$ cat src/rtl/ttfc_map.vh
// Constants for the tape transfer function control block
`ifndef TTFC_MAP_VH
`define TTFC_MAP_VH
`define TTFC_FN_OFFLINE   3'h0
`define TTFC_FN_READ      3'h1
`define TTFC_FN_WRITE     3'h2
`define TTFC_FN_WEOF      3'h3
`define TTFC_FN_SPFWD     3'h4
`define TTFC_FN_SPREV     3'h5
`define TTFC_FN_WXGAP     3'h6
`define TTFC_FN_REWIND    3'h7
`define TTFC_EOF_CHAR     8'h13
`define TTFC_GAP_INCH     3
`define TTFC_GAP_CLKS     3000
`define TTFC_SEL_BIT      14
`define TTFC_BUF_DEPTH    2
`endif

$ cat src/rtl/ttfc_top.v
// Function sequencing and byte transfer control for a tape controller
`timescale 1ns/1ns
`default_nettype none
`include "ttfc_map.vh"
module ttfc_top #(
    parameter GAP_CLKS = `TTFC_GAP_CLKS,
    parameter AW       = 18
) (
    input  wire          CLK,
    input  wire          RST_N,
    input  wire          GO,
    input  wire [2:0]    FUNC,
    input  wire          UNIT_SEL,
    input  wire          PARITY_EVEN,
    input  wire          EXTENDED_GAP_WRITE,
    input  wire [15:0]   READ_CHECK_SELECT_REGISTER,
    input  wire          CNT_LOAD,
    input  wire [15:0]   CNT_LOAD_VAL,
    input  wire          ADDR_LOAD,
    input  wire [AW-1:0] ADDR_LOAD_VAL,
    input  wire [7:0]    WR_BYTE,
    input  wire          WR_BYTE_VALID,
    output wire          WR_BYTE_READY,
    input  wire [8:0]    TAPE_RD_CHAR,
    input  wire          TAPE_RD_STROBE,
    input  wire          TAPE_CRC_STROBE,
    input  wire          TAPE_LRC_STROBE,
    input  wire          TAPE_RECORD_END,
    input  wire          WRITE_STROBE_PULSE,
    input  wire [1:0]    UNIT_READY_IN,
    input  wire [1:0]    TAPE_START_MARKER,
    input  wire [1:0]    UNIT_REMOTE,
    input  wire          VPAR_ERR,
    input  wire          LPAR_ERR,
    input  wire          XFER_ERR,
    output reg  [7:0]    MEM_DATA,
    output reg  [AW-1:0] MEM_ADDR,
    output reg           MEM_HIGH_BYTE,
    output wire          MEM_VALID,
    input  wire          MEM_READY,
    output reg  [7:0]    TAPE_WR_DATA,
    output reg           TAPE_WR_PARITY_ODD,
    output wire          WRITE_DATA_READY_LEVEL,
    output reg           TAPE_REVERSE,
    output reg           TAPE_FORWARD,
    output reg           TAPE_REWIND,
    output reg           TAPE_LOCAL,
    output reg           TAPE_ERASE,
    output reg  [7:0]    DATA_BUFFER,
    output reg  [15:0]   RECORD_BYTE_COUNTER,
    output reg  [AW-1:0] MEMORY_ADDRESS_POINTER,
    output wire          CONTROLLER_READY_FLAG,
    output wire          UNIT_READY_FLAG,
    output wire [15:0]   STATUS
);
    localparam S_IDLE = 3'h0;
    localparam S_GAP  = 3'h1;
    localparam S_WR   = 3'h2;
    localparam S_RD   = 3'h3;
    localparam S_SP   = 3'h4;
    localparam S_RW   = 3'h5;
    localparam S_EOF  = 3'h6;
    localparam S_WAIT = 3'h7;
    localparam [15:0] GAP_N = GAP_CLKS[15:0];

    reg  [2:0]  state_r;
    reg  [2:0]  fn_r;
    reg  [15:0] gap_cnt_r;
    reg         err_r;
    reg         illegal_r;
    reg         half_r;
    reg         busy_r;
    reg         loaded_r;
    wire        wr_in_rdy;
    wire        unit_rdy;
    wire        rd_push;
    wire        rd_in_rdy;
    wire [7:0]  rd_out;
    wire        wr_valid;
    wire [7:0]  wr_out;
    wire        wr_take;
    wire        mem_take;
    wire [15:0] cnt_inc;

    // Status sees only the transport picked by the command
    function sel_bit;
        input [1:0] v;
        input       s;
        begin
            sel_bit = s ? v[1] : v[0];
        end
    endfunction

    assign unit_rdy = sel_bit(UNIT_READY_IN, UNIT_SEL);
    assign cnt_inc  = RECORD_BYTE_COUNTER + 16'h0001;
    assign rd_push  = (state_r == S_RD) & TAPE_RD_STROBE;

    // Read path: characters buffered toward memory, parity dropped
    ttfc_buf #(.W(8)) u_rd_buf (
        .clk       (CLK),
        .rst_n     (RST_N),
        .in_data   (TAPE_RD_CHAR[7:0]),
        .in_valid  (rd_push),
        .in_ready  (rd_in_rdy),
        .out_data  (rd_out),
        .out_valid (MEM_VALID),
        .out_ready (MEM_READY)
    );
    assign mem_take = MEM_VALID & MEM_READY;

    // Write path: a bus stall never drops a byte
    ttfc_buf #(.W(8)) u_wr_buf (
        .clk       (CLK),
        .rst_n     (RST_N),
        .in_data   (WR_BYTE),
        .in_valid  (WR_BYTE_VALID & (state_r == S_WR)),
        .in_ready  (wr_in_rdy),
        .out_data  (wr_out),
        .out_valid (wr_valid),
        .out_ready (wr_take)
    );
    // Bytes offered outside a write would be lost, so refuse them
    assign WR_BYTE_READY = wr_in_rdy & (state_r == S_WR);
    // Ready level only once the character stands on the data lines
    assign WRITE_DATA_READY_LEVEL = ((state_r == S_WR) & wr_valid & loaded_r)
                                  | (state_r == S_EOF);
    assign wr_take = (state_r == S_WR) & WRITE_STROBE_PULSE & wr_valid
                   & loaded_r;

    assign CONTROLLER_READY_FLAG = ~busy_r;
    assign UNIT_READY_FLAG = unit_rdy & ~busy_r;
    assign STATUS = {err_r, illegal_r, VPAR_ERR | LPAR_ERR, XFER_ERR,
                     sel_bit(TAPE_START_MARKER, UNIT_SEL),
                     sel_bit(UNIT_REMOTE, UNIT_SEL),
                     9'h000, UNIT_READY_FLAG};

    // Memory side: data and address come from registers
    always @(posedge CLK or negedge RST_N) begin
        if (!RST_N) begin
            MEM_DATA      <= 8'h00;
            MEM_ADDR      <= {AW{1'b0}};
            MEM_HIGH_BYTE <= 1'b0;
            half_r        <= 1'b0;
        end else if (state_r == S_IDLE && GO) begin
            half_r <= 1'b0;
        end else if (mem_take) begin
            MEM_DATA      <= rd_out;
            MEM_ADDR      <= MEMORY_ADDRESS_POINTER;
            MEM_HIGH_BYTE <= half_r;
            half_r        <= ~half_r;
        end
    end

    always @(posedge CLK or negedge RST_N) begin
        if (!RST_N) begin
            state_r                <= S_IDLE;
            fn_r                   <= 3'h0;
            gap_cnt_r              <= 16'h0000;
            busy_r                 <= 1'b0;
            loaded_r               <= 1'b0;
            err_r                  <= 1'b0;
            illegal_r              <= 1'b0;
            DATA_BUFFER            <= 8'h00;
            RECORD_BYTE_COUNTER    <= 16'h0000;
            MEMORY_ADDRESS_POINTER <= {AW{1'b0}};
            TAPE_WR_DATA           <= 8'h00;
            TAPE_WR_PARITY_ODD     <= 1'b1;
            TAPE_REVERSE           <= 1'b0;
            TAPE_FORWARD           <= 1'b0;
            TAPE_REWIND            <= 1'b0;
            TAPE_LOCAL             <= 1'b0;
            TAPE_ERASE             <= 1'b0;
        end else begin
            if (CNT_LOAD && state_r == S_IDLE) begin
                RECORD_BYTE_COUNTER <= CNT_LOAD_VAL;
            end
            if (ADDR_LOAD && state_r == S_IDLE) begin
                MEMORY_ADDRESS_POINTER <= ADDR_LOAD_VAL;
            end
            case (state_r)
            S_IDLE: begin
                if (GO) begin
                    fn_r      <= FUNC;
                    busy_r    <= 1'b1;
                    loaded_r  <= 1'b0;
                    err_r     <= 1'b0;
                    illegal_r <= ~unit_rdy;
                    TAPE_WR_PARITY_ODD <= ~PARITY_EVEN;
                    gap_cnt_r <= GAP_N;
                    if (!unit_rdy) begin
                        state_r <= S_WAIT;
                    end else begin
                        case (FUNC)
                        `TTFC_FN_OFFLINE: begin
                            TAPE_LOCAL  <= 1'b1;
                            TAPE_REWIND <= 1'b1;
                            state_r     <= S_RW;
                        end
                        `TTFC_FN_READ: begin
                            TAPE_FORWARD <= 1'b1;
                            state_r      <= S_RD;
                        end
                        `TTFC_FN_WRITE: begin
                            TAPE_FORWARD <= 1'b1;
                            state_r      <= S_WR;
                        end
                        `TTFC_FN_WEOF: begin
                            TAPE_FORWARD <= 1'b1;
                            TAPE_WR_DATA <= `TTFC_EOF_CHAR;
                            // Gap only without the extended-gap command
                            TAPE_ERASE <= ~EXTENDED_GAP_WRITE;
                            state_r <= EXTENDED_GAP_WRITE ? S_EOF : S_GAP;
                        end
                        `TTFC_FN_SPFWD: begin
                            TAPE_FORWARD <= 1'b1;
                            state_r      <= S_SP;
                        end
                        `TTFC_FN_SPREV: begin
                            TAPE_REVERSE <= 1'b1;
                            state_r      <= S_SP;
                        end
                        `TTFC_FN_WXGAP: begin
                            TAPE_FORWARD <= 1'b1;
                            TAPE_ERASE   <= 1'b1;
                            state_r      <= S_GAP;
                        end
                        `TTFC_FN_REWIND: begin
                            TAPE_REWIND <= 1'b1;
                            state_r     <= S_RW;
                        end
                        default: state_r <= S_WAIT;
                        endcase
                    end
                end
            end
            S_GAP: begin
                // Erased length timed in clocks before the first frame
                if (gap_cnt_r == 16'h0001) begin
                    TAPE_ERASE <= 1'b0;
                    state_r <= (fn_r == `TTFC_FN_WEOF) ? S_EOF : S_WR;
                end
                gap_cnt_r <= gap_cnt_r - 16'h0001;
            end
            S_WR: begin
                if (wr_take) begin
                    loaded_r <= 1'b0;
                    RECORD_BYTE_COUNTER <= cnt_inc;
                    MEMORY_ADDRESS_POINTER <=
                        MEMORY_ADDRESS_POINTER + 1'b1;
                    if (cnt_inc == 16'h0000) begin
                        state_r <= S_WAIT;
                    end
                end else if (wr_valid) begin
                    TAPE_WR_DATA <= wr_out;
                    loaded_r     <= 1'b1;
                end
            end
            S_EOF: begin
                TAPE_WR_DATA <= `TTFC_EOF_CHAR;
                if (WRITE_STROBE_PULSE) begin
                    state_r <= S_WAIT;
                end
            end
            S_RD: begin
                if (rd_push && !rd_in_rdy) begin
                    err_r   <= 1'b1;
                    state_r <= S_WAIT;
                end else if (rd_push) begin
                    RECORD_BYTE_COUNTER <= cnt_inc;
                    MEMORY_ADDRESS_POINTER <=
                        MEMORY_ADDRESS_POINTER + 1'b1;
                    DATA_BUFFER <= TAPE_RD_CHAR[7:0];
                end
                if (XFER_ERR) begin
                    // Pointer stays put unless a character is pushed in the same cycle
                    err_r   <= 1'b1;
                    state_r <= S_WAIT;
                end
                if (TAPE_CRC_STROBE
                    && !READ_CHECK_SELECT_REGISTER[`TTFC_SEL_BIT]) begin
                    DATA_BUFFER <= TAPE_RD_CHAR[7:0];
                end
                if (TAPE_LRC_STROBE
                    && READ_CHECK_SELECT_REGISTER[`TTFC_SEL_BIT]) begin
                    DATA_BUFFER <= TAPE_RD_CHAR[7:0];
                end
                if (TAPE_RECORD_END) begin
                    state_r <= S_WAIT;
                end
            end
            S_SP: begin
                // Positioning only: no memory or tape data path used
                if (TAPE_RECORD_END) begin
                    RECORD_BYTE_COUNTER <= cnt_inc;
                    if (cnt_inc == 16'h0000) begin
                        state_r <= S_WAIT;
                    end
                end
            end
            S_RW: begin
                if (sel_bit(TAPE_START_MARKER, UNIT_SEL)) begin
                    TAPE_REWIND <= 1'b0;
                    state_r     <= S_WAIT;
                end
            end
            S_WAIT: begin
                TAPE_FORWARD <= 1'b0;
                TAPE_REVERSE <= 1'b0;
                TAPE_ERASE   <= 1'b0;
                if (!MEM_VALID) begin
                    busy_r  <= 1'b0;
                    state_r <= S_IDLE;
                end
            end
            default: state_r <= S_IDLE;
            endcase
        end
    end
endmodule
`default_nettype wire

$ cat src/rtl/ttfc_buf.v
// Two-entry valid/ready buffer with combinational read data
`timescale 1ns/1ns
`default_nettype none
module ttfc_buf #(
    parameter W = 8
) (
    input  wire         clk,
    input  wire         rst_n,
    input  wire [W-1:0] in_data,
    input  wire         in_valid,
    output wire         in_ready,
    output reg  [W-1:0] out_data,
    output wire         out_valid,
    input  wire         out_ready
);
    reg [W-1:0] mem_r [0:1];
    reg         wp_r;
    reg         rp_r;
    reg [1:0]   cnt_r;
    wire        push;
    wire        pop;
    assign in_ready  = (cnt_r != 2'h2);
    assign out_valid = (cnt_r != 2'h0);
    assign push      = in_valid & in_ready;
    assign pop       = out_valid & out_ready;
    always @* begin
        out_data = mem_r[rp_r];
    end
    always @(posedge clk) begin
        if (push) begin
            mem_r[wp_r] <= in_data;
        end
    end
    always @(posedge clk or negedge rst_n) begin
        if (!rst_n) begin
            wp_r  <= 1'b0;
            rp_r  <= 1'b0;
            cnt_r <= 2'h0;
        end else begin
            if (push) begin
                wp_r <= ~wp_r;
            end
            if (pop) begin
                rp_r <= ~rp_r;
            end
            cnt_r <= cnt_r + {1'b0, push} - {1'b0, pop};
        end
    end
endmodule
`default_nettype wire

$ cat config.mk
export PLATFORM = sky130hd
export DESIGN_NAME = ttfc_top
export DESIGN_NICKNAME = d
export VERILOG_FILES = /design/src/rtl/ttfc_top.v /design/src/rtl/ttfc_buf.v
export VERILOG_INCLUDE_DIRS = /design/src /design/src/rtl
export SDC_FILE = /design/constraint.sdc
export NUM_CORES = 1
export LEC_CHECK = 0
export BUFFER_PORTS_ARGS = -buffer_cell sky130_fd_sc_hd__buf_4
export CAP_MARGIN = 20
export CORE_MARGIN = 3
export CORE_UTILIZATION = 57
export DETAILED_ROUTE_END_ITERATION = 7
export GPL_ROUTABILITY_DRIVEN = 1
export PLACE_DENSITY = 0.83
export SLEW_MARGIN = 20
export SYNTH_ARGS = -nofsm -noshare
export SYNTH_HDL_FRONTEND = slang
export SYNTH_SLANG_ARGS = --single-unit
$ cat constraint.sdc
create_clock -name CLK -period 6.6 [get_ports CLK]
set_input_delay 0 -clock CLK [delete_from_list [all_inputs] [get_ports CLK]]
set_output_delay 0 -clock CLK [all_outputs]
set_load 0.02 [all_outputs]
* Yosys cells after proc, flatten, opt, wreduce, memory -nomap -nowiden
Memory sizes are Yosys's and may differ from the RTL's. A register that Yosys moved wholly into a read port is not among the register bits.
Cells that the tools add are included.
** Cells by class
- Muxes and demuxes :: 76
- $add $sub $neg :: 7
- Multipliers :: 0
- Bitwise operators :: 25
- Reductions and logical operators :: 40
- Eq/ne operators :: 37
- Shift operators :: 0
- Order comparisons :: 0
- Div/mod/pow operators :: 0
** Operator list (number)
- 16-bit two-way mux :: 6
- 18-bit two-way mux :: 4
- 8-bit two-way mux :: 9
- 16-bit case mux with 3 select lines :: 1
- 3-bit two-way mux :: 14
- 18-bit case mux with 2 select lines :: 1
- 16-bit case mux with 2 select lines :: 1
- 1-bit two-way mux :: 29
- 3-bit equality test (second input constant) :: 8
- 2-bit != test (second input constant) :: 12
- 3-bit case mux with 8 select lines :: 1
- 8-bit case mux with 3 select lines :: 1
- 18-bit by 1-bit adder with 18-bit output (second input constant) :: 1
- 3-bit case mux with 6 select lines :: 1
- 16-bit by 1-bit adder with 16-bit output (second input constant) :: 1
- 16-bit by 1-bit equality test with 1-bit output (second input constant) :: 1
- 16-bit logical NOT :: 1
- 2-bit nonzero test :: 8
- 16-bit by 1-bit subtractor with 16-bit output (second input constant) :: 1
- 3-bit by 2-bit equality test with 1-bit output (second input constant) :: 5
- 1-bit case mux with 2 select lines :: 7
- 1-bit bitwise AND :: 13
- 3-bit AND reduction :: 4
- 4-bit AND reduction :: 3
- other kinds (20) :: 52
** Word-level totals
- Latch bits :: 0
- Register bits :: 110
- Word-level logic and storage cells :: 213
- Output and inout port bits :: 104
- Input port bits :: 94
- Memories :: 2
- RAM bits :: 32
- ROM bits :: 0
** Memories
- u_rd_buf.mem_r :: words 2, width 8, read ports 1, clocked after memory_dff 1, wr ports 1, RTL line ttfc_buf.v:16 : reg [W-1:0] mem_r [0:1];
- u_wr_buf.mem_r :: words 2, width 8, read ports 1, clocked after memory_dff 0, wr ports 1, RTL line ttfc_buf.v:16

* Longest topological paths before layout
- Depth in word-level cells :: 7
- Mapped depth :: 10
- Gate-level depth less buffers :: 8

* Hierarchy
A second synthesis with hierarchy kept.
** Second synthesis, totals
- Cells, all modules :: 687
- Area total of the unflattened synthesis :: 7302.0 um^2
** Modules (own cells, without submodules)
- ttfc_top :: area each 5753.0 um^2, instances 1, cells an instance 603
- ttfc_buf :: area each 774.5 um^2, instances 2, cells an instance 42

* Worst setup path after synthesis
Ideal clock, no wire load.
- Kind :: register to register
- Start point :: reg state_r[1]
- End point :: mem u_wr_buf.mem_r[0][0] (enable)
- Path buffers :: 2
- Period minus slack after synthesis :: 2462 ps
- Arrival :: 2092 ps
- Setup slack :: 4138 ps
- Cell stages (with the launch flop) :: 7
- Setup time :: 370 ps
- Cells stage by stage :: dfrtp_1 -> buf_2 -> buf_2 -> or3b_2 -> a21oi_1 -> nand2_1 -> nor2_1
** Between the ends
- Word-level cells in the longest chain between the ends :: 5
** Ends and longest elaborated chain
- start: declaration :: RTL line ttfc_top.v:66 : reg [2:0] state_r;
- start signal: assignment :: RTL line ttfc_top.v:212 : state_r <= EXTENDED_GAP_WRITE ? S_EOF : S_GAP;
- start signal: assignment :: RTL line ttfc_top.v:240 : state_r <= (fn_r == `TTFC_FN_WEOF) ? S_EOF : S_WR;
- 3-bit by 2-bit equality test with 1-bit output :: RTL line ttfc_top.v:116 : .in_valid (WR_BYTE_VALID & (state_r == S_WR)),
- 1-bit bitwise AND :: RTL line ttfc_top.v:116
- 1-bit bitwise AND :: RTL line ttfc_buf.v:24 : assign push = in_valid & in_ready;
- 1-bit two-way mux :: RTL line ttfc_buf.v:30 : if (push) begin
- 1-bit two-way mux (implied by the code) :: RTL line ttfc_buf.v:31 : mem_r[wp_r] <= in_data;
- end: declaration :: RTL line ttfc_buf.v:16
Every way passes these cells.

* Worst setup path after layout
- Start point :: reg state_r[0]
- End point :: reg RECORD_BYTE_COUNTER[8]
** Between the ends
- Word-level cells in the longest chain between the ends :: 6
- Elaborated cells between the ends (all ways) :: 16
- Classes of those cells :: eq/ne: 3; mux: 6; bitwise: 4; reduce/logical: 3
** Ends and longest elaborated chain
- 3-bit by 2-bit equality test with 1-bit output / 3-bit logical NOT (equally long branches) :: RTL line ttfc_top.v:127, ttfc_top.v:180, ttfc_top.v:174
- 1-bit bitwise AND / 1-bit logical AND (equally long branches) :: RTL line ttfc_top.v:127, ttfc_top.v:174
- 1-bit bitwise AND / 16-bit two-way mux (equally long branches) :: RTL line ttfc_top.v:127, ttfc_top.v:174
- 1-bit bitwise AND / 16-bit two-way mux (equally long branches) :: RTL line ttfc_top.v:128, ttfc_top.v:268
- 16-bit two-way mux (on tied branches) :: RTL line ttfc_top.v:245, ttfc_top.v:265
- 16-bit case mux with 3 select lines (*) :: RTL line ttfc_top.v:180 : case (state_r)
- end signal: assignment :: RTL line ttfc_top.v:247 : RECORD_BYTE_COUNTER <= cnt_inc;
- end signal: assignment :: RTL line ttfc_top.v:269 : RECORD_BYTE_COUNTER <= cnt_inc;
- end signal: assignment :: RTL line ttfc_top.v:294 : RECORD_BYTE_COUNTER <= cnt_inc;
- end: declaration :: RTL line ttfc_top.v:50 : output reg [15:0] RECORD_BYTE_COUNTER,
Mark *: on every way between the ends. The rest lies on a longest branch, timed or not.
A chain may end at the register's enable or synchronous reset.

==> run summary <==
Status: finished, final reports clean
Post-Synth Adder-Cell Area: 1.53%
RSZ-0062 raised after global routing: false
Max stage delay on crit path: 720 ps
Routed Antenna Nets: 0
Max Slew Vio Count: 0
Yosys top cell by area: dfrtp_1
Worst Setup Slack, final: 3500 ps
Count leader, synth: dfrtp_1
Buf+Inv Stages, Crit Path: 0
Largest family of logic cells by synthesized area: simple AND/OR/NAND/NOR gates
Worst path slowest cell: nor3_1
Startpoint Class: flip-flop
Critical path origin: state_r[0]$_DFFE_PN0P_
Max FO, Critical Path: 25
Post-route cell area: 9900 µm²
Via count: 6516
Tcrit/Tclk final: 47.0%
Antenna Cells: 0
Setup Buffers After CTS: 0
Skew-Pair Late Insertion Delay: 430 ps
Crit path DAT: 3420 ps
Flops & latches, synth: 150
Req. time, crit path: 6920 ps
Hpwl dp: 13100 µm
Worst slack, placed: 3610 ps
TNS Setup: 0 ps
Clock Path Buffers: 2
Initial Utilization: 59.7%
Largest net degree at the start of global routing: 85
Area after DPL: 8660 µm²
Worst path top cell family by delay: simple AND/OR/NAND/NOR gates
Die Ht: 120 µm
Post-Synthesis Cells: 716
Async SR Flop Fraction: 78.7%
RR Startpoint: state_r[0]$_DFFE_PN0P_
Pre-antenna DRT Iters: 7
GRT Util Overall: 28.9%
DRC violations left: 0
Slew margin rel.: 32.9%
Final Critical Period: 3100 ps
Hold_buf cts: 61
CP endpoint kind: flip-flop
Non-Filler Instances: 1111
Synth Area in Simple Gates: 17.4%
Routability cong.: 0.850
Area Overhead vs Synth: 34.6%
CP cell instances: nor3_1 -> nand2_1 -> nand2b_1 -> a21oi_1 -> a311oi_1
Share of the yosys chip area belonging to registers: 53.2%
Synth Cell Area: 7360 µm²
Total core area: 12300 µm²
Via density: 5.86
Global route total overflow: 0
Post-synth EDFFs: 32
Setup slack, reg-to-reg: 3500 ps
Yosys cell types: 63
Top post-synthesis cells by area: dfrtp_1 40%, edfxtp_1 13%, mux2_2 5.5%
Final setup viols: 0
Pwr dens: 456 nW/µm²
Clock transition at path regs: 60 ps
Site row count: 40
Die area: 14300 µm²
Layout cell share with drive strength beyond 1: 27.3%
Ys flop type: dfrtp_1
Top post-synthesis cells by count: 117 x dfrtp_1, 68 x nand2_1, 67 x nor2_1
Max Cap Violations: 0
Clock sink count: 150
Sequential cell area: 3920 µm²
Die width: 120 µm
Compound-cell area share of the yosys netlist: 13.3%
Slew of the pin with the lowest slew margin: 1000 ps
I/O Pins: 198
Worst vdd ir: 0.270 mV
XOR/XNOR share of the synthesized area: 1.55%
Max Clock Freq: 0.322 GHz
First-pass GRT wire length: 33000 µm
Hold Fails Final Rpt: 0
Vias in the first global route: 6450
FF-to-FF path depth: 5
IO buf count: 172
Root Driver: clkbuf_16
Multi-input logic area: 3120 µm²
Post-Place Cells: 1018
Synth Area per Inst: 10.3 µm²
CTS tree: built
Critical setup path kind: flip-flop to flip-flop
Htree depth: 4
Fillers: 738
Routed WL per cell: 18.4 µm
Initial antenna violation count: 0
1st-iter DRT viols: 673
Setup Skew: 8.52 ps
Num CTS Buffers: 17
Top cell type's share of synthesized area: 39.8%
Mux contribution to synthesized area: 8.23%
Critical Path Stages: 5
Post-CTS Resized: 0
Worst Hold Class: input pin to flip-flop
Total Wirelength: 20500 µm
Final nets: 1033
Static leakage: 4.27 nW
Yosys warning total: 0
CP endpoint: RECORD_BYTE_COUNTER[8]$_DFF_PN0_
R2R Path End: RECORD_BYTE_COUNTER[8]$_DFF_PN0_
[placed cells by master (no fill, tap or decap), types with 6 or more instances in the layout]
master / synthesis / final
ha_1: 9 / 9
o21ai_0: 33 / 33
mux2i_1: 20 / 20
nand2b_1: 7 / 7
a211oi_1: 13 / 13
xnor2_1: 11 / 11
nand4_1: 6 / 6
a21oi_1: 53 / 53
inv_1: 24 / 24
mux2_2: 36 / 36
dfrtp_1: 117 / 117
clkbuf_16: 0 / 17
conb_1: 1 / 9
and2_1: 9 / 9
or4_1: 7 / 7
edfxtp_1: 32 / 32
buf_4: 14 / 175
dlygate4sd3_1: 0 / 61
and3_1: 10 / 10
nor2_1: 67 / 66
o22ai_1: 7 / 7
nor3_1: 26 / 26
a31oi_1: 8 / 8
nand3_1: 23 / 23
nand2_1: 68 / 68
a311oi_1: 13 / 13
[report_power, final]
group / switching, mW / total [mW] / leakage, nW / internal (mW)
clock: 0.382 / 1.03 / 0.302 / 0.646
combinational: 1.02 / 1.82 / 2.37 / 0.794
sequential: 0.392 / 1.67 / 1.60 / 1.28
total: 1.80 / 4.51 / 4.27 / 2.72
[sequential cells by signal, indices dropped and copies added (netlist names), 3 cells and up]
register / cells
MEM_DATA: 8
u_wr_buf.mem_r: 16
RECORD_BYTE_COUNTER: 16
u_rd_buf.mem_r: 16
state_r: 3
TAPE_WR_DATA: 8
MEM_ADDR: 18
DATA_BUFFER: 8
gap_cnt_r: 16
MEMORY_ADDRESS_POINTER: 18
fn_r: 3
[area by class of cell]
class,instances,area share (%)
inverter,25,0.948
clock inverter,11,1.78
sequential,150,39.5
tap,168,2.12
multi-input combinational,499,31.5
timing repair buffer,237,19.5
clock buffer,21,4.55
[per-stage QoR]
step | total power, mW | util [%] | hold WS, ps
6_report | 4.51 | 80.4 | 43.1
4_1_cts | 4.48 | 80.4 | 17.6
3_3_place_gp | 3.33 | 70.3 | -28.7
3_5_place_dp | 3.41 | 70.3 | -21.9
5_1_grt | 4.77 | 80.4 | 35.0
2_1_floorplan | 2.74 | - | -296
[worst min-delay path by stage]
stage / startpoint / endpoint / slack, ps / cells after the start
5_1_grt: UNIT_READY_IN[1] / illegal_r$_DFFE_PN0P_ / 30 / 3
4_1_cts: UNIT_READY_IN[1] / illegal_r$_DFFE_PN0P_ / 20 / 3
3_3_place_gp: RST_N / gap_cnt_r[6]$_DFFE_PN0P_ / -30 / 1
6_report: UNIT_READY_IN[0] / illegal_r$_DFFE_PN0P_ / 40 / 3
2_1_floorplan: RST_N / DATA_BUFFER[0]$_DFFE_PN0P_ / -300 / 0
3_5_place_dp: RST_N / illegal_r$_DFFE_PN0P_ / -20 / 1
[routing by layer]
layer / vias up / GRT usage [%] / share of wire, %
met2: 328 / 48.6 / 50
met3: 46 / 7.78 / 8.5
met4: 0 / 10.5 / 2.0
met5: - / 0 / 0
met1: 3132 / 36.0 / 39
li1: 3010 / - / -
[cells by family after synthesis]
logic type	after synthesis
and+or+nand+nor	257
AOI/OAI and AO/OA	155
DFF	150
buffers and inverters	75
muxes	56
xor gates and xnor gates	13
adders and majority gates	9
other	1
[worst min-delay path: cells and delay by family]
kind                   cells  cell delay (ps)
muxes                      1              210
buffers and inverters      1               80
AOI/OAI and AO/OA          1              110
No activity file was read; power rests on OpenSTA's default activity.
